<file path="src/inc/imes_pkg.sv">
// constants, types and field layouts of the master event sequencer
package imes_pkg;
  localparam int DATA_W = 8;
  localparam int BAUD_W = 9;
  localparam int BIT_CNT_W = 4;
  // two decrements per instruction cycle of two clocks: one step per clock
  localparam logic [BAUD_W-1:0] BAUD_STEP = 9'h001;
  localparam logic [BIT_CNT_W-1:0] LAST_DATA_BIT = 4'h7;
  localparam logic [BIT_CNT_W-1:0] ACK_BIT = 4'h8;
  localparam logic [DATA_W-1:0] DATA_RESET = 8'h00;
  localparam logic [BAUD_W-1:0] BAUD_RESET = 9'h000;

  typedef enum logic [2:0] {
    IMES_IDLE = 3'b000,
    IMES_START_SDA = 3'b001,
    IMES_START_SCL = 3'b010,
    IMES_BIT_LOW = 3'b011,
    IMES_BIT_REL = 3'b100,
    IMES_BIT_HIGH = 3'b101,
    IMES_BIT_FALL = 3'b110,
    IMES_ACK_WAIT = 3'b111
  } imes_state_type;

  typedef enum logic [1:0] {
    IMES_MODE_TX = 2'b00,
    IMES_MODE_RX = 2'b01,
    IMES_MODE_ACK = 2'b10
  } imes_mode_type;

  typedef struct packed {
    logic ack_data_select;
    logic ack_request;
    logic receive_request;
    logic start_request;
  } imes_ctrl_type;

  typedef struct packed {
    logic ack_status_flag;
    logic transmitting_flag;
    logic write_collision_flag;
    logic rx_overflow_flag;
    logic stop_seen;
    logic start_seen;
    logic rx_buffer_full;
    logic tx_buffer_full;
  } imes_status_type;

  localparam imes_ctrl_type CTRL_RESET = 4'h0;
  localparam imes_status_type STATUS_RESET = 8'h00;
endpackage

</file>
<file path="src/verilog/imes_baud_gen.sv">
// down-counting baud generator: one timeout pulse per load
`timescale 1ns/1ps
module imes_baud_gen (
  // clock and reset
  input wire logic clk,
  input wire logic reset_n,
  // control
  input wire logic load,
  input wire logic [imes_pkg::BAUD_W-1:0] reload_value,
  // event
  output logic timeout
);
  logic [imes_pkg::BAUD_W-1:0] count;
  logic running;
  logic [imes_pkg::BAUD_W-1:0] next_count;
  logic next_running;
  logic next_timeout;

  always_comb
  begin
    next_count = count;
    next_running = running;
    next_timeout = 1'b0;
    if (load)
    begin
      next_count = reload_value;
      next_running = 1'b1;
    end
    else if (running)
    begin
      // a zero reload is unsupported; it behaves as one
      if (count <= imes_pkg::BAUD_STEP)
      begin
        next_count = imes_pkg::BAUD_RESET;
        next_running = 1'b0;
        next_timeout = 1'b1;
      end
      else
      begin
        next_count = count - imes_pkg::BAUD_STEP;
      end
    end
  end

  always_ff @(posedge clk or negedge reset_n)
  begin
    if (!reset_n)
    begin
      count <= imes_pkg::BAUD_RESET;
      running <= 1'b0;
      timeout <= 1'b0;
    end
    else
    begin
      count <= next_count;
      running <= next_running;
      timeout <= next_timeout;
    end
  end
endmodule // imes_baud_gen

</file>
<file path="src/verilog/imes_bus_monitor.sv">
// start and stop condition detector on the synchronised bus lines
`timescale 1ns/1ps
module imes_bus_monitor (
  // clock and reset
  input wire logic clk,
  input wire logic reset_n,
  // synchronised lines
  input wire logic scl_sync,
  input wire logic sda_sync,
  // events
  output logic start_det,
  output logic stop_det
);
  logic sda_prev;
  logic next_start_det;
  logic next_stop_det;

  always_comb
  begin
    // sda moving while scl high marks a condition
    next_start_det = scl_sync && sda_prev && !sda_sync;
    next_stop_det = scl_sync && !sda_prev && sda_sync;
  end

  always_ff @(posedge clk or negedge reset_n)
  begin
    if (!reset_n)
    begin
      sda_prev <= 1'b1;
      start_det <= 1'b0;
      stop_det <= 1'b0;
    end
    else
    begin
      sda_prev <= sda_sync;
      start_det <= next_start_det;
      stop_det <= next_stop_det;
    end
  end
endmodule // imes_bus_monitor

</file>
<file path="src/verilog/imes_sequencer.sv">
// master event sequencer: start, byte transmit, byte receive, acknowledge
`timescale 1ns/1ps
module imes_sequencer (
  // clock and reset
  input wire logic clk,
  input wire logic reset_n,
  // control writes
  input wire logic ctrl_write,
  input wire imes_pkg::imes_ctrl_type ctrl_wdata,
  input wire logic [imes_pkg::BAUD_W-1:0] baud_reload_value,
  // transmit buffer write
  input wire logic tx_write,
  input wire logic [imes_pkg::DATA_W-1:0] tx_data,
  // status side effects
  input wire logic rx_read,
  input wire logic wcol_clear,
  input wire logic ov_clear,
  // register views
  output imes_pkg::imes_ctrl_type bus_control_reg,
  output imes_pkg::imes_status_type bus_status_reg,
  output logic [imes_pkg::DATA_W-1:0] receive_buffer,
  output logic master_event_irq,
  // clock line, open drain
  input wire logic scl_level,
  output logic scl_drive,
  output logic scl_oe_n,
  // data line, open drain
  input wire logic sda_level,
  output logic sda_drive,
  output logic sda_oe_n
);
  // synchronisers
  logic scl_meta;
  logic scl_sync;
  logic sda_meta;
  logic sda_sync;

  // sequencer state
  imes_pkg::imes_state_type state;
  imes_pkg::imes_mode_type mode;
  logic [imes_pkg::BIT_CNT_W-1:0] bit_cnt;
  logic [imes_pkg::DATA_W-1:0] shift;
  logic sampled_sda;
  logic baud_load;

  // next values
  imes_pkg::imes_state_type next_state;
  imes_pkg::imes_mode_type next_mode;
  logic [imes_pkg::BIT_CNT_W-1:0] next_bit_cnt;
  logic [imes_pkg::DATA_W-1:0] next_shift;
  logic next_sampled_sda;
  logic next_baud_load;
  imes_pkg::imes_ctrl_type next_ctrl;
  imes_pkg::imes_status_type next_status;
  logic [imes_pkg::DATA_W-1:0] next_rx_buf;
  logic next_irq;
  logic next_scl_oe_n;
  logic next_sda_oe_n;

  // helper wires
  logic baud_timeout;
  logic start_det;
  logic stop_det;
  logic busy;

  // open-drain level for one data bit: release for a one
  function automatic logic bit_oe_n(input logic value);
    bit_oe_n = value;
  endfunction

  always_ff @(posedge clk or negedge reset_n)
  begin
    if (!reset_n)
    begin
      scl_meta <= 1'b1;
      scl_sync <= 1'b1;
      sda_meta <= 1'b1;
      sda_sync <= 1'b1;
    end
    else
    begin
      scl_meta <= scl_level;
      scl_sync <= scl_meta;
      sda_meta <= sda_level;
      sda_sync <= sda_meta;
    end
  end

  imes_baud_gen u_baud (
    .clk(clk),
    .reset_n(reset_n),
    .load(baud_load),
    .reload_value(baud_reload_value),
    .timeout(baud_timeout)
  );

  imes_bus_monitor u_monitor (
    .clk(clk),
    .reset_n(reset_n),
    .scl_sync(scl_sync),
    .sda_sync(sda_sync),
    .start_det(start_det),
    .stop_det(stop_det)
  );

  assign busy = (state != imes_pkg::IMES_IDLE);

  always_comb
  begin
    next_state = state;
    next_mode = mode;
    next_bit_cnt = bit_cnt;
    next_shift = shift;
    next_sampled_sda = sampled_sda;
    next_baud_load = 1'b0;
    next_ctrl = bus_control_reg;
    next_status = bus_status_reg;
    next_rx_buf = receive_buffer;
    next_irq = 1'b0;
    next_scl_oe_n = scl_oe_n;
    next_sda_oe_n = sda_oe_n;

    // software clears go first so that hardware sets below win
    if (wcol_clear)
    begin
      next_status.write_collision_flag = 1'b0;
    end
    if (ov_clear)
    begin
      next_status.rx_overflow_flag = 1'b0;
    end
    if (rx_read)
    begin
      next_status.rx_buffer_full = 1'b0;
    end
    if (start_det)
    begin
      next_status.start_seen = 1'b1;
      next_status.stop_seen = 1'b0;
    end
    if (stop_det)
    begin
      next_status.stop_seen = 1'b1;
      next_status.start_seen = 1'b0;
    end

    case (state)
      imes_pkg::IMES_IDLE:
      begin
        // ack_data_select is plain configuration, writable only while idle
        if (ctrl_write)
        begin
          next_ctrl.ack_data_select = ctrl_wdata.ack_data_select;
        end
        if (ctrl_write && ctrl_wdata.start_request)
        begin
          next_ctrl.start_request = 1'b1;
          next_scl_oe_n = 1'b1;
          next_sda_oe_n = 1'b1;
          next_baud_load = 1'b1;
          next_state = imes_pkg::IMES_START_SDA;
        end
        else if (ctrl_write && ctrl_wdata.receive_request)
        begin
          next_ctrl.receive_request = 1'b1;
          next_mode = imes_pkg::IMES_MODE_RX;
          next_bit_cnt = '0;
          next_sda_oe_n = 1'b1;
          next_baud_load = 1'b1;
          next_state = imes_pkg::IMES_BIT_LOW;
        end
        else if (ctrl_write && ctrl_wdata.ack_request)
        begin
          next_ctrl.ack_request = 1'b1;
          next_mode = imes_pkg::IMES_MODE_ACK;
          next_bit_cnt = imes_pkg::ACK_BIT;
          next_state = imes_pkg::IMES_ACK_WAIT;
        end
        else if (tx_write && !ctrl_write)
        begin
          // bytes are sent verbatim, no content check
          next_shift = tx_data;
          next_status.tx_buffer_full = 1'b1;
          next_status.transmitting_flag = 1'b1;
          next_mode = imes_pkg::IMES_MODE_TX;
          next_bit_cnt = '0;
          next_sda_oe_n = bit_oe_n(tx_data[imes_pkg::DATA_W-1]);
          next_baud_load = 1'b1;
          next_state = imes_pkg::IMES_BIT_LOW;
        end
        // a transmit write beside any control write collides
        if (tx_write && ctrl_write)
        begin
          next_status.write_collision_flag = 1'b1;
        end
      end
      imes_pkg::IMES_START_SDA:
      begin
        if (baud_timeout)
        begin
          next_sda_oe_n = 1'b0;
          next_baud_load = 1'b1;
          next_state = imes_pkg::IMES_START_SCL;
        end
      end
      imes_pkg::IMES_START_SCL:
      begin
        if (baud_timeout)
        begin
          // both lines stay low until the next event
          next_scl_oe_n = 1'b0;
          next_ctrl.start_request = 1'b0;
          next_irq = 1'b1;
          next_state = imes_pkg::IMES_IDLE;
        end
      end
      imes_pkg::IMES_ACK_WAIT:
      begin
        if (!scl_sync)
        begin
          next_sda_oe_n = bus_control_reg.ack_data_select;
          next_baud_load = 1'b1;
          next_state = imes_pkg::IMES_BIT_LOW;
        end
      end
      imes_pkg::IMES_BIT_LOW:
      begin
        if (baud_timeout)
        begin
          next_scl_oe_n = 1'b1;
          next_state = imes_pkg::IMES_BIT_REL;
        end
      end
      imes_pkg::IMES_BIT_REL:
      begin
        // a stretching slave holds us here, baud suspended
        if (scl_sync)
        begin
          next_baud_load = 1'b1;
          next_state = imes_pkg::IMES_BIT_HIGH;
        end
      end
      imes_pkg::IMES_BIT_HIGH:
      begin
        if (baud_timeout)
        begin
          // sample just before our own falling edge
          next_sampled_sda = sda_sync;
          if (mode == imes_pkg::IMES_MODE_RX)
          begin
            next_shift = {shift[imes_pkg::DATA_W-2:0], sda_sync};
          end
          next_scl_oe_n = 1'b0;
          next_state = imes_pkg::IMES_BIT_FALL;
        end
      end
      imes_pkg::IMES_BIT_FALL:
      begin
        // data moves only once scl is seen low
        if (!scl_sync)
        begin
          case (mode)
            imes_pkg::IMES_MODE_TX:
            begin
              if (bit_cnt == imes_pkg::ACK_BIT)
              begin
                next_status.ack_status_flag = sampled_sda;
                next_status.transmitting_flag = 1'b0;
                next_irq = 1'b1;
                next_state = imes_pkg::IMES_IDLE;
              end
              else if (bit_cnt == imes_pkg::LAST_DATA_BIT)
              begin
                next_status.tx_buffer_full = 1'b0;
                next_sda_oe_n = 1'b1;
                next_bit_cnt = imes_pkg::ACK_BIT;
                next_baud_load = 1'b1;
                next_state = imes_pkg::IMES_BIT_LOW;
              end
              else
              begin
                next_shift = {shift[imes_pkg::DATA_W-2:0], 1'b0};
                next_sda_oe_n = bit_oe_n(shift[imes_pkg::DATA_W-2]);
                next_bit_cnt = bit_cnt + 4'h1;
                next_baud_load = 1'b1;
                next_state = imes_pkg::IMES_BIT_LOW;
              end
            end
            imes_pkg::IMES_MODE_RX:
            begin
              if (bit_cnt == imes_pkg::LAST_DATA_BIT)
              begin
                next_ctrl.receive_request = 1'b0;
                // a full buffer keeps its byte; the new one is dropped
                if (bus_status_reg.rx_buffer_full && !rx_read)
                begin
                  next_status.rx_overflow_flag = 1'b1;
                end
                else
                begin
                  next_rx_buf = shift;
                  next_status.rx_buffer_full = 1'b1;
                end
                next_irq = 1'b1;
                next_state = imes_pkg::IMES_IDLE;
              end
              else
              begin
                next_bit_cnt = bit_cnt + 4'h1;
                next_baud_load = 1'b1;
                next_state = imes_pkg::IMES_BIT_LOW;
              end
            end
            imes_pkg::IMES_MODE_ACK:
            begin
              next_sda_oe_n = 1'b1;
              next_ctrl.ack_request = 1'b0;
              next_irq = 1'b1;
              next_state = imes_pkg::IMES_IDLE;
            end
            default:
            begin
              next_state = imes_pkg::IMES_IDLE;
            end
          endcase
        end
      end
      default:
      begin
        next_state = imes_pkg::IMES_IDLE;
      end
    endcase

    // while busy, request writes fall away and transmit writes collide
    if (busy && tx_write)
    begin
      next_status.write_collision_flag = 1'b1;
    end
  end

  always_ff @(posedge clk or negedge reset_n)
  begin
    if (!reset_n)
    begin
      state <= imes_pkg::IMES_IDLE;
      mode <= imes_pkg::IMES_MODE_TX;
      bit_cnt <= '0;
      shift <= imes_pkg::DATA_RESET;
      sampled_sda <= 1'b1;
      baud_load <= 1'b0;
      bus_control_reg <= imes_pkg::CTRL_RESET;
      bus_status_reg <= imes_pkg::STATUS_RESET;
      receive_buffer <= imes_pkg::DATA_RESET;
      master_event_irq <= 1'b0;
      scl_oe_n <= 1'b1;
      sda_oe_n <= 1'b1;
      scl_drive <= 1'b0;
      sda_drive <= 1'b0;
    end
    else
    begin
      state <= next_state;
      mode <= next_mode;
      bit_cnt <= next_bit_cnt;
      shift <= next_shift;
      sampled_sda <= next_sampled_sda;
      baud_load <= next_baud_load;
      bus_control_reg <= next_ctrl;
      bus_status_reg <= next_status;
      receive_buffer <= next_rx_buf;
      master_event_irq <= next_irq;
      scl_oe_n <= next_scl_oe_n;
      sda_oe_n <= next_sda_oe_n;
      // open drain: only ever drives low
      scl_drive <= 1'b0;
      sda_drive <= 1'b0;
    end
  end
endmodule // imes_sequencer

</file>
<file path="config.mk">
export PLATFORM = sky130hd
export DESIGN_NAME = imes_sequencer
export DESIGN_NICKNAME = d
export VERILOG_FILES = /design/src/inc/imes_pkg.sv /design/src/verilog/imes_baud_gen.sv /design/src/verilog/imes_bus_monitor.sv /design/src/verilog/imes_sequencer.sv
export SDC_FILE = /design/constraint.sdc
export NUM_CORES = 1
export LEC_CHECK = 0
export BUFFER_PORTS_ARGS = -buffer_cell sky130_fd_sc_hd__buf_2
export CAP_MARGIN = 20
export CORE_MARGIN = 5
export CORE_UTILIZATION = 60
export CTS_CLUSTER_DIAMETER = 150
export CTS_CLUSTER_SIZE = 16
export DETAILED_ROUTE_END_ITERATION = 8
export GPL_TIMING_DRIVEN = 0
export PLACE_DENSITY = 0.84
export SYNTH_ARGS = -nofsm -noshare
export SYNTH_HDL_FRONTEND = slang
export SYNTH_HIERARCHICAL = 1
export SYNTH_SLANG_ARGS = --single-unit
export TNS_END_PERCENT = 50
</file>
<file path="constraint.sdc">
create_clock -name clk -period 5 [get_ports clk]
set_input_delay 1 -clock clk [delete_from_list [all_inputs] [get_ports clk]]
set_output_delay 1 -clock clk [all_outputs]
set_load 0.05 [all_outputs]
</file>
==> impl_metrics.csv, run 1 <==
group,metric,value,unit
timing,hold_viol_final,0,
finish,area_growth,19.3,%
global_route,track_usage,23.4,%
detailed_routing,drc,0,
pwr,p_total,0.00233,W
finish,fin_area,3970,µm²
setup_path,crit_chain,"buf_2 > buf_2 > nor2_1 > nor3_1 > o211ai_1 > a2111oi_0 > a31o_1",
place,placed_cell_area,3700,µm²
finish,seq_area,1510,µm²
global_route,overflow,0,
timing,rsz0062_at_grt,"false",
clock_tree,ctsResizeCount,0,
synthesis,synth_flop_cell,"dfrtp_1",
synthesis,avgSynthCellArea,10.3,µm²
timing,worst_slew_pin_slew,0.612,ns
pwr,vdd_drop_max,340,µV
setup_path,critPathRequiredTime,5.29,ns
timing,period_share,44.4,%
setup_path,cp_num_buf_inv,2,
clock_tree,cts_tree,"yes",
clock_tree,hold_buffers,0,
clock_tree,cts_max_level,3,
synthesis,synthTopCellsByArea,"dfrtp_1 39%, mux2_4 6.8%, dfstp_2 6.3%",
min_path,hold_start,"sda_meta$_DFF_PN1_",
setup_path,cp_max_fo,10,
setup_path,reg2reg_from,"scl_sync$_DFF_PN1_",
synthesis,synth_top_area_share,39.1,%
finish,drive_gt1_share,31.1,%
synthesis,ys_seq_area_share,45.4,%
setup_path,crit_slowest_cell,"a2111oi_0",
synthesis,synthesis.area,3330,µm²
setup_path,crit_type,"primary input to flip-flop",
flow_run,drv_cap,0,
synthesis,ys_async_sr_fraction,100,%
detailed_routing,ant_nets,0,
detailed_routing,first_iter_violations,183,
floorplan,dieHeight,84.5,µm
place,gp_congestion,0.912,
setup_path,startpoint,"ctrl_write",
min_path,worstHoldPathType,"flip-flop to flip-flop",
clock_tree,cts_setup_buffers,0,
synthesis,synth_edf_count,0,
floorplan,io_pins,55,
floorplan,dieArea,7130,µm²
clock_tree,path_clk_slew,0.06,ns
pwr,power_density,588,nW/µm²
global_route,grt_pass1_vias,2765,
global_route,grt_max_degree,37,
timing,setup-violations-final,0,
timing,timing.hold.ws,0.358,ns
finish,multi_input_area,1650,µm²
place,port_buffers,52,
clock_tree,clock_path_buffers,2,
synthesis,synth-seq-cells,60,
finish,final_core_util,73.0,%
floorplan,die_w,84.5,µm
setup_path,worstPathArrival,2.51,ns
finish,layout.nets,421,
timing,fmax,450,MHz
pwr,power.leakage,1.93,nW
clock_tree,root_buffer,"clkbuf_8",
detailed_routing,drtPass1Iterations,5,
synthesis,synth_common_cells,"52 x dfrtp_1, 32 x nand2_1, 22 x nor2_1, 18 x o21ai_0, 17 x inv_1",
setup_path,cpMostUsedCell,"buf_2",
floorplan,num_rows,27,
global_route,grt_pass1_wl,13400,µm
setup_path,crit_path_start_kind,"primary input",
place,dp_hpwl,5380,µm
synthesis,synth.distinct_cells,69,
setup_path,r2r_end,"shift[7]$_DFFE_PN0P_",
floorplan,core_area,5440,µm²
clock_tree,cts.sinks,60,
finish,largest_reg_flops,9,
clock_tree,clock_latency,0.35,ns
synthesis,yosys_warnings,6,
floorplan,start_util,61.1,%
timing,drv_slew,0,
timing,period_minus_slack,2.22,ns
detailed_routing,via_per_inst,5.92,
timing,slew_headroom,59.2,%
setup_path,critPathMaxStageDelay,0.50,ns
detailed_routing,num_vias,2749,
setup_path,r2r_slack,2.87,ns
setup_path,reg2regPathDepth,6,
setup_path,end_kind,"flip-flop",
timing,tns,0,ns
detailed_routing,wl,7620,µm
run_status,status,"complete, no violations",
global_route,antenna_found_initial,0,
synthesis,yosys.cell_count.top_type,"dfrtp_1",
synthesis,syn_inst,322,
timing,fin_skew,0.00941,ns
clock_tree,cts_buffers,9,
finish,top_register,"u_baud/count",
finish,n_antenna_cell,0,
min_path,worstHoldEndpoint,"sda_sync$_DFF_PN1_",
finish,fillCellCount,401,
setup_path,path_delay_family,"compound AO/OA/AOI/OAI gates",
synthesis,netlist.top_cell.by_area,"dfrtp_1",
min_path,holdPathStages,0,
detailed_routing,routedWlPerCell,16.4,µm
[routing by layer]
metal	up-vias	track usage [%]	share of wire [%]
li1	1289	-	-
met1	1305	32.0	44
met2	132	35.4	46
met3	23	7.56	8.0
met4	0	8.06	2.5
met5	-	0	0
[report_power, final]
part / internal (W) / total (W) / switching (W)
combinational: 0.000418 / 0.00101 / 0.000592
clock: 0.000386 / 0.000577 / 0.000192
sequential: 0.000627 / 0.000747 / 0.000121
[cells by family after synthesis]
logic type / Yosys count / synth area share, %
flops: 60 / 45.4
simple gates: 112 / 19.5
fa+ha+maj: 4 / 1.50
compound gates: 81 / 16.9
other cells: 1 / 0.113
buf+inv: 34 / 5.08
mux: 29 / 11.3
xor+xnor: 1 / 0.263
[cells in the final DEF, fill, tap and decap left out, types with 9 or more instances in the layout]
cell	n
inv_1	17
o21ai_0	18
clkbuf_8	13
a21oi_1	14
buf_2	57
dfrtp_1	52
nor2_1	22
mux2_4	15
nand2_1	32
nor3_1	9
[area by class of cell]
class / count / area share, %
buffer: 17 / 2.65
clock buffer: 13 / 4.51
clock inverter: 3 / 2.27
inverter: 17 / 1.61
multi-input combinational: 229 / 41.6
sequential: 60 / 38.1
tap: 72 / 2.27
timing repair buffer: 53 / 7.06
[through the flow]
step | setup WS [ns] | std cells
CTS | 2.83 | 464
global placement | 2.49 | 447
detailed placement | 2.47 | 448
floorplan | 2.78 | 323
global route | 2.62 | 464
finish | 2.78 | 464
[worst max path at each step]
| stage | cells past startpoint | slack (ns) | end |
|---|---|---|---|
| after floorplan | 5 | 2.78 | bit_cnt[3]$_DFFE_PN0P_ |
| after global placement | 6 | 2.49 | bit_cnt[3]$_DFFE_PN0P_ |
| after detailed placement | 6 | 2.47 | bit_cnt[3]$_DFFE_PN0P_ |
| after CTS | 1 | 2.83 | scl_oe_n |
| after global routing | 7 | 2.62 | sda_oe_n$_DFFE_PN1P_ |
| final | 7 | 2.78 | sda_oe_n$_DFFE_PN1P_ |
Note: power is estimated with default switching activity, not from simulation.
==> run 2: changes to the inputs <==
--- a/config.mk
+++ b/config.mk
@@ -5,15 +5,16 @@
 export SDC_FILE = /design/constraint.sdc
 export NUM_CORES = 1
 export LEC_CHECK = 0
+export ABC_AREA = 1
 export BUFFER_PORTS_ARGS = -buffer_cell sky130_fd_sc_hd__buf_2
 export CAP_MARGIN = 20
 export CORE_MARGIN = 5
-export CORE_UTILIZATION = 60
+export CORE_UTILIZATION = 57
 export CTS_CLUSTER_DIAMETER = 150
 export CTS_CLUSTER_SIZE = 16
 export DETAILED_ROUTE_END_ITERATION = 8
 export GPL_TIMING_DRIVEN = 0
-export PLACE_DENSITY = 0.84
+export PLACE_DENSITY = 0.8
 export SYNTH_ARGS = -nofsm -noshare
 export SYNTH_HDL_FRONTEND = slang
 export SYNTH_HIERARCHICAL = 1
==> constraint.sdc (replaced) <==
create_clock -name clk -period 2.1 [get_ports clk]
set_input_delay 0.42 -clock clk [delete_from_list [all_inputs] [get_ports clk]]
set_output_delay 0.42 -clock clk [all_outputs]
set_load 0.05 [all_outputs]
==> run 2 against run 1 <==
Design area increased by 2.2%. Register-to-register slack got worse by 2.4 ns. Critical path depth increased by 1. Sequential power increased by 140%. Die area increased by 8.9%. Largest cell class unchanged. Highest routed layer unchanged.
==> impl_metrics.csv, run 2 <==
group,metric,value,unit
detailed_routing,ant_nets,0,
synthesis,yosys.cell_count.top_type,"nand2_1",
detailed_routing,num_vias,3130,
clock_tree,clock_latency,0.35,ns
detailed_routing,first_iter_violations,162,
synthesis,avgSynthCellArea,7.75,µm²
synthesis,synth-seq-cells,60,
global_route,grt_pass1_vias,3002,
floorplan,dieArea,7770,µm²
floorplan,die_w,88.1,µm
place,gp_congestion,0.926,
finish,seq_area,1510,µm²
global_route,grt_use_met2,36.4,%
setup_path,cp_num_buf_inv,1,
synthesis,synth.distinct_cells,38,
clock_tree,cts_buffers,9,
finish,layout.nets,548,
finish,multi_input_area,1670,µm²
global_route,overflow,0,
finish,n_antenna_cell,0,
finish,fillCellCount,525,
timing,fin_skew,0.0118,ns
pwr,vdd_drop_max,751,µV
clock_tree,hold_buffers,0,
synthesis,netlist.top_cell.by_area,"dfrtp_1",
floorplan,start_util,58.8,%
synthesis,ys_async_sr_fraction,100,%
setup_path,crit_type,"flip-flop to flip-flop",
setup_path,cpMostUsedCell,"nand2_1",
setup_path,end_kind,"flip-flop",
pwr,power.leakage,2.18,nW
synthesis,synth_common_cells,"151 x nand2_1, 52 x dfrtp_1, 52 x inv_1, 36 x nor2_1, 35 x nand3_1",
timing,period_minus_slack,1.67,ns
clock_tree,cts_max_level,3,
place,pre_cts_slack,0.439,ns
flow_run,drv_cap,0,
timing,finalWorstSetupSlack,0.428,ns
timing,tns,0,ns
finish,top_register,"u_baud/count",
finish,largest_reg_flops,9,
timing,fmax,598,MHz
synthesis,syn_inst,449,
global_route,antenna_found_initial,0,
global_route,grt_max_degree,34,
synthesis,ys_seq_area_share,43.4,%
detailed_routing,via_per_inst,5.27,
synthesis,synthTopCellsByArea,"dfrtp_1 37%, nand2_1 16%, dfstp_2 6.0%",
clock_tree,clock_path_buffers,2,
global_route,grt_util_met1,29.1,%
clock_tree,root_buffer,"clkbuf_8",
detailed_routing,wl,7900,µm
detailed_routing,routedWlPerCell,13.3,µm
place,dp_hpwl,5940,µm
pwr,power_density,1380,nW/µm²
synthesis,synth_flop_cell,"dfrtp_1",
finish,area_growth,16.6,%
global_route,grt_pass1_wl,13500,µm
global_route,grt.busiest_layer,"met2",
clock_tree,ctsResizeCount,0,
floorplan,num_rows,28,
timing,rsz0062_at_grt,"false",
run_status,status,"complete, no violations",
finish,layout_common_cells,"151 x nand2_1, 54 x buf_2, 52 x inv_1, 52 x dfrtp_1, 36 x nor2_1",
timing,worst_slew_pin_slew,0.721,ns
timing,period_share,79.6,%
setup_path,crit_slowest_cell,"dfrtp_1",
timing,setup-violations-final,0,
min_path,worstHoldPathType,"primary input to asynchronous set/reset pin",
detailed_routing,drtPass1Iterations,5,
detailed_routing,drc,0,
setup_path,worstPathArrival,1.91,ns
clock_tree,path_clk_slew,0.08,ns
setup_path,critPathRequiredTime,2.34,ns
setup_path,cp_num_cells,8,
finish,final_common_cell,"nand2_1",
clock_tree,cts_setup_buffers,0,
floorplan,io_pins,55,
global_route,track_usage,22.0,%
clock_tree,cts_tree,"yes",
global_route,grt_use_met3,3.39,%
setup_path,path_delay_family,"simple AND/OR/NAND/NOR gates",
synthesis,synth_edf_count,0,
setup_path,crit_path_start_kind,"flip-flop",
setup_path,r2r_slack,0.43,ns
place,port_buffers,52,
timing,hold_viol_final,0,
floorplan,core_area,5920,µm²
clock_tree,cts.sinks,60,
timing,drv_slew,0,
timing,slew_headroom,51.8,%
setup_path,reg2regPathDepth,8,
synthesis,yosys_warnings,6,
synthesis,synthesis.area,3480,µm²
setup_path,crit_chain,"inv_1 > ha_1 > nand3_1 > nand2_1 > a21oi_4 > nand3_4 > nand2_1 > nand2_1",
setup_path,critPathMaxStageDelay,0.42,ns
floorplan,dieHeight,88.1,µm
finish,drive_gt1_share,24.7,%
synthesis,synth_top_area_share,37.4,%
setup_path,cp_max_fo,10,
## run 2: cell count changes after synthesis, sizes merged, moves of 6 or more
cell	before	now
nand2	33	157
inv	17	56
nand3	7	43
nor2	24	48
mux2	23	0
nand4	1	12
a22oi	0	10
nor3	11	2
a21oi	14	6
nand2b	7	0
a2bb2oi	6	0
mux2i	6	0
o31ai	6	0
## run 2: cells by family after synthesis
logic type | share of synthesized area (%)
flops | 43.4
xor+xnor | 1.26
compound gates | 9.28
simple gates | 35.7
other cells | 0.108
fa+ha+maj | 1.44
buf+inv | 8.77
## run 2: cell type report
type                       instances  area share (%)
buffer                            11            2.28
clock inverter                     7            1.85
timing repair buffer              53            6.91
tap                               75            2.31
inverter                          56            5.24
sequential                        60            37.3
clock buffer                       9            3.05
multi-input combinational        323            41.1
## run 2: report_power, final
group	switching, W	total, W	internal [W]
combinational	0.00189	0.00278	0.000887
clock	0.000496	0.00105	0.000553
sequential	0.000289	0.00179	0.00150
total	0.00267	0.00562	0.00294
## run 2: worst paths after layout
| path | from | end |
|---|---|---|
| max in group asynchronous | reset_n | scl_sync$_DFF_PN1_ |
| setup reg to reg | bit_cnt[0]$_DFFE_PN0P_ | shift[4]$_DFFE_PN0P_ |
| hold / removal | reset_n | shift[7]$_DFFE_PN0P_ |
| setup / recovery | bit_cnt[0]$_DFFE_PN0P_ | shift[4]$_DFFE_PN0P_ |
| hold reg to reg | sda_meta$_DFF_PN1_ | sda_sync$_DFF_PN1_ |
| min in group clk | sda_level | sda_meta$_DFF_PN1_ |
## run 2: stage by stage
stage	hold slack [ns]	utilization (%)	cells	power (W)	cell area (µm²)
floorplan	0.124	-	450	0.00394	3480
global placement	0.347	64.8	577	0.00447	3840
detailed placement	0.349	65.2	578	0.00455	3860
CTS	0.112	68.5	594	0.00562	4060
global route	0.153	68.5	594	0.00608	4060
finish	0.0922	68.5	594	0.00562	4060
## run 2: routing by layer
layer	vias up	share of wire, %
li1	1567	-
met3	11	6.3
met1	1443	43
met2	109	49
met5	-	0
met4	0	1.4
==> run 3: changes to the inputs <==
--- a/config.mk
+++ b/config.mk
@@ -9,12 +9,12 @@
 export BUFFER_PORTS_ARGS = -buffer_cell sky130_fd_sc_hd__buf_2
 export CAP_MARGIN = 20
 export CORE_MARGIN = 5
-export CORE_UTILIZATION = 57
+export CORE_UTILIZATION = 51
 export CTS_CLUSTER_DIAMETER = 150
 export CTS_CLUSTER_SIZE = 16
 export DETAILED_ROUTE_END_ITERATION = 8
 export GPL_TIMING_DRIVEN = 0
-export PLACE_DENSITY = 0.8
+export PLACE_DENSITY = 0.76
 export SYNTH_ARGS = -nofsm -noshare
 export SYNTH_HDL_FRONTEND = slang
 export SYNTH_HIERARCHICAL = 1
==> constraint.sdc (replaced) <==
create_clock -name clk -period 1.4 [get_ports clk]
set_input_delay 0.28 -clock clk [delete_from_list [all_inputs] [get_ports clk]]
set_output_delay 0.28 -clock clk [all_outputs]
set_load 0.05 [all_outputs]
==> run 3 against run 2 <==
Worst hold slack worse by 0.066 ns. Non-clock buffer count is 32 higher. Critical path type unchanged. Largest power group unchanged. Register-to-register slack worse by 0.59 ns. Sequential power is 53% higher. Design area is 13% higher. The run now ends with setup timing left. Count of clock-buffer cells in the layout stayed put. Critical path depth stayed put. Utilization is 0.077 points lower. Power is 73% higher.
==> impl_metrics.csv, run 3 (synthesis results as in run 2) <==
group,metric,value,unit
global_route,grt_pass1_wl,14800,µm
detailed_routing,wl,9230,µm
setup_path,reg2reg_from,"state[1]$_DFFE_PN0P_",
setup_path,crit_chain,"buf_6 > nor2_8 > nand3_2 > nand2_2 > nor2_4 > buf_4 > nand4_1 > nand2_2",
finish,layout_common_cells,"135 x nand2_1, 52 x buf_2, 49 x inv_1, 49 x dfrtp_1, 34 x buf_4",
timing,finalWorstSetupSlack,-0.159,ns
run_status,violations,"setup timing",
global_route,overflow,0,
clock_tree,root_buffer,"clkbuf_8",
timing,period_minus_slack,1.56,ns
run_status,status,"finished, violations left",
setup_path,critPathMaxStageDelay,0.40,ns
setup_path,reg2regPathDepth,8,
detailed_routing,num_vias,3395,
clock_tree,clock_path_buffers,2,
timing,hold_viol_final,0,
detailed_routing,routedWlPerCell,14.6,µm
timing,worst_slew_pin_slew,0.584,ns
place,pre_cts_slack,-0.217,ns
timing,drv_slew,0,
detailed_routing,ant_nets,0,
floorplan,dieArea,8570,µm²
global_route,antenna_found_initial,0,
clock_tree,clock_latency,0.35,ns
finish,layout.nets,580,
clock_tree,cts_tree,"yes",
finish,seq_area,1520,µm²
floorplan,io_pins,55,
detailed_routing,drc,0,
min_path,hold_start,"scl_level",
floorplan,num_rows,30,
setup_path,critPathRequiredTime,1.64,ns
setup_path,crit_type,"flip-flop to flip-flop",
detailed_routing,drtPass1Iterations,5,
setup_path,cp_max_fo,9,
finish,fillCellCount,526,
setup_path,cpMostUsedCell,"nand2_2",
global_route,track_usage,21.7,%
timing,slew_headroom,61.0,%
detailed_routing,via_per_inst,5.38,
global_route,grt_util_met1,27.2,%
place,port_buffers,52,
setup_path,r2r_slack,-0.16,ns
setup_path,path_delay_family,"simple AND/OR/NAND/NOR gates",
clock_tree,cts_max_level,3,
global_route,grt_use_met3,5.44,%
timing,fmax,641,MHz
flow_run,drv_cap,0,
setup_path,crit_slowest_cell,"dfrtp_1",
pwr,vdd_drop_max,1350,µV
finish,final_common_cell,"nand2_1",
finish,area_growth,32.1,%
timing,timing.hold.ws,0.0265,ns
setup_path,worstPathArrival,1.80,ns
clock_tree,path_clk_slew,0.07,ns
finish,multi_input_area,1890,µm²
pwr,power_density,2110,nW/µm²
place,dp_hpwl,5890,µm
setup_path,r2r_end,"shift[5]$_DFFE_PN0P_",
timing,tns,-2.44,ns
floorplan,core_area,6720,µm²
clock_tree,cts_buffers,9,
global_route,grt_use_met2,35.7,%
setup_path,end_kind,"flip-flop",
timing,setup-violations-final,28,
min_path,holdPathStages,1,
detailed_routing,first_iter_violations,250,
clock_tree,cts.sinks,60,
setup_path,crit_path_start_kind,"flip-flop",
timing,period_share,111,%
floorplan,die_w,92.6,µm
min_path,worstHoldEndpoint,"scl_meta$_DFF_PN1_",
place,gp_congestion,0.890,
floorplan,dieHeight,92.6,µm
timing,fin_skew,0.00822,ns
global_route,grt.busiest_layer,"met2",
setup_path,cp_num_buf_inv,2,
global_route,grt_pass1_vias,3199,
finish,drive_gt1_share,36.3,%
pwr,power.leakage,2.42,nW
min_path,worstHoldPathType,"primary input to flip-flop",
timing,rsz0062_at_grt,"true",
floorplan,start_util,51.8,%
finish,largest_reg_flops,9,
finish,top_register,"u_baud/count",
finish,n_antenna_cell,0,
global_route,grt_max_degree,37,
setup_path,cp_num_cells,8,
## run 3: worst max path at each step
stage | startpoint | endpoint | slack [ns]
after floorplan | bit_cnt[0]$_DFFE_PN0P_ | receive_buffer[2]$_DFFE_PN0P_ | -0.05
after global placement | bit_cnt[0]$_DFFE_PN0P_ | shift[0]$_DFFE_PN0P_ | -0.20
after detailed placement | bit_cnt[0]$_DFFE_PN0P_ | receive_buffer[2]$_DFFE_PN0P_ | -0.22
after CTS | state[0]$_DFFE_PN0P_ | receive_buffer[2]$_DFFE_PN0P_ | -0.12
after global routing | state[1]$_DFFE_PN0P_ | shift[5]$_DFFE_PN0P_ | -0.26
final | state[1]$_DFFE_PN0P_ | shift[5]$_DFFE_PN0P_ | -0.16
## run 3: what timing repair did
action	in CTS	in global routing
hold buffers	1	0
cloned	2	0
setup buffers	17	12
resized for setup	28	34
pin swaps	13	14
setup endpoints to repair	33	39
hold endpoints to repair	23	0
## run 3: final cells by class
class	instances	share of cell area (%)
Multi-Input combinational cell	323	41.1
Inverter	56	4.82
Clock inverter	7	2.15
Buffer	11	2.10
Clock buffer	9	2.69
Timing Repair Buffer	85	12.0
Sequential cell	60	33.0
Tap cell	80	2.18
## run 3: routing by layer
layer / routed length [µm] / vias up
li1: - / 1622
met1: 3670 / 1577
met2: 4640 / 150
met3: 634 / 46
met4: 288 / 0
met5: 0 / -
## run 3: worst reg2reg max path, cell delays in order (launching register included)
cell and delay, ns:
dfrtp_1 0.40, buf_6 0.16, nor2_8 0.19, nand3_2 0.16, nand2_2 0.14, nor2_4 0.08
buf_4 0.14, nand4_1 0.12, nand2_2 0.06
## run 3: where the power goes
part	internal (W)	switching [W]	total (W)
clock network	0.00101	0.000786	0.00180
logic	0.00189	0.00328	0.00517
registers	0.00226	0.000480	0.00274
total	0.00516	0.00455	0.00971
## run 3: per-stage QoR
step / utilization, % / cell area [µm²] / power [W] / cells
3_3_place_gp: 57.6 / 3870 / 0.00670 / 582
4_1_cts: 65.4 / 4390 / 0.00913 / 619
6_report: 68.4 / 4600 / 0.00971 / 631
2_1_floorplan: - / 3510 / 0.00592 / 450
3_5_place_dp: 57.9 / 3890 / 0.00682 / 583
5_1_grt: 68.4 / 4600 / 0.0104 / 631
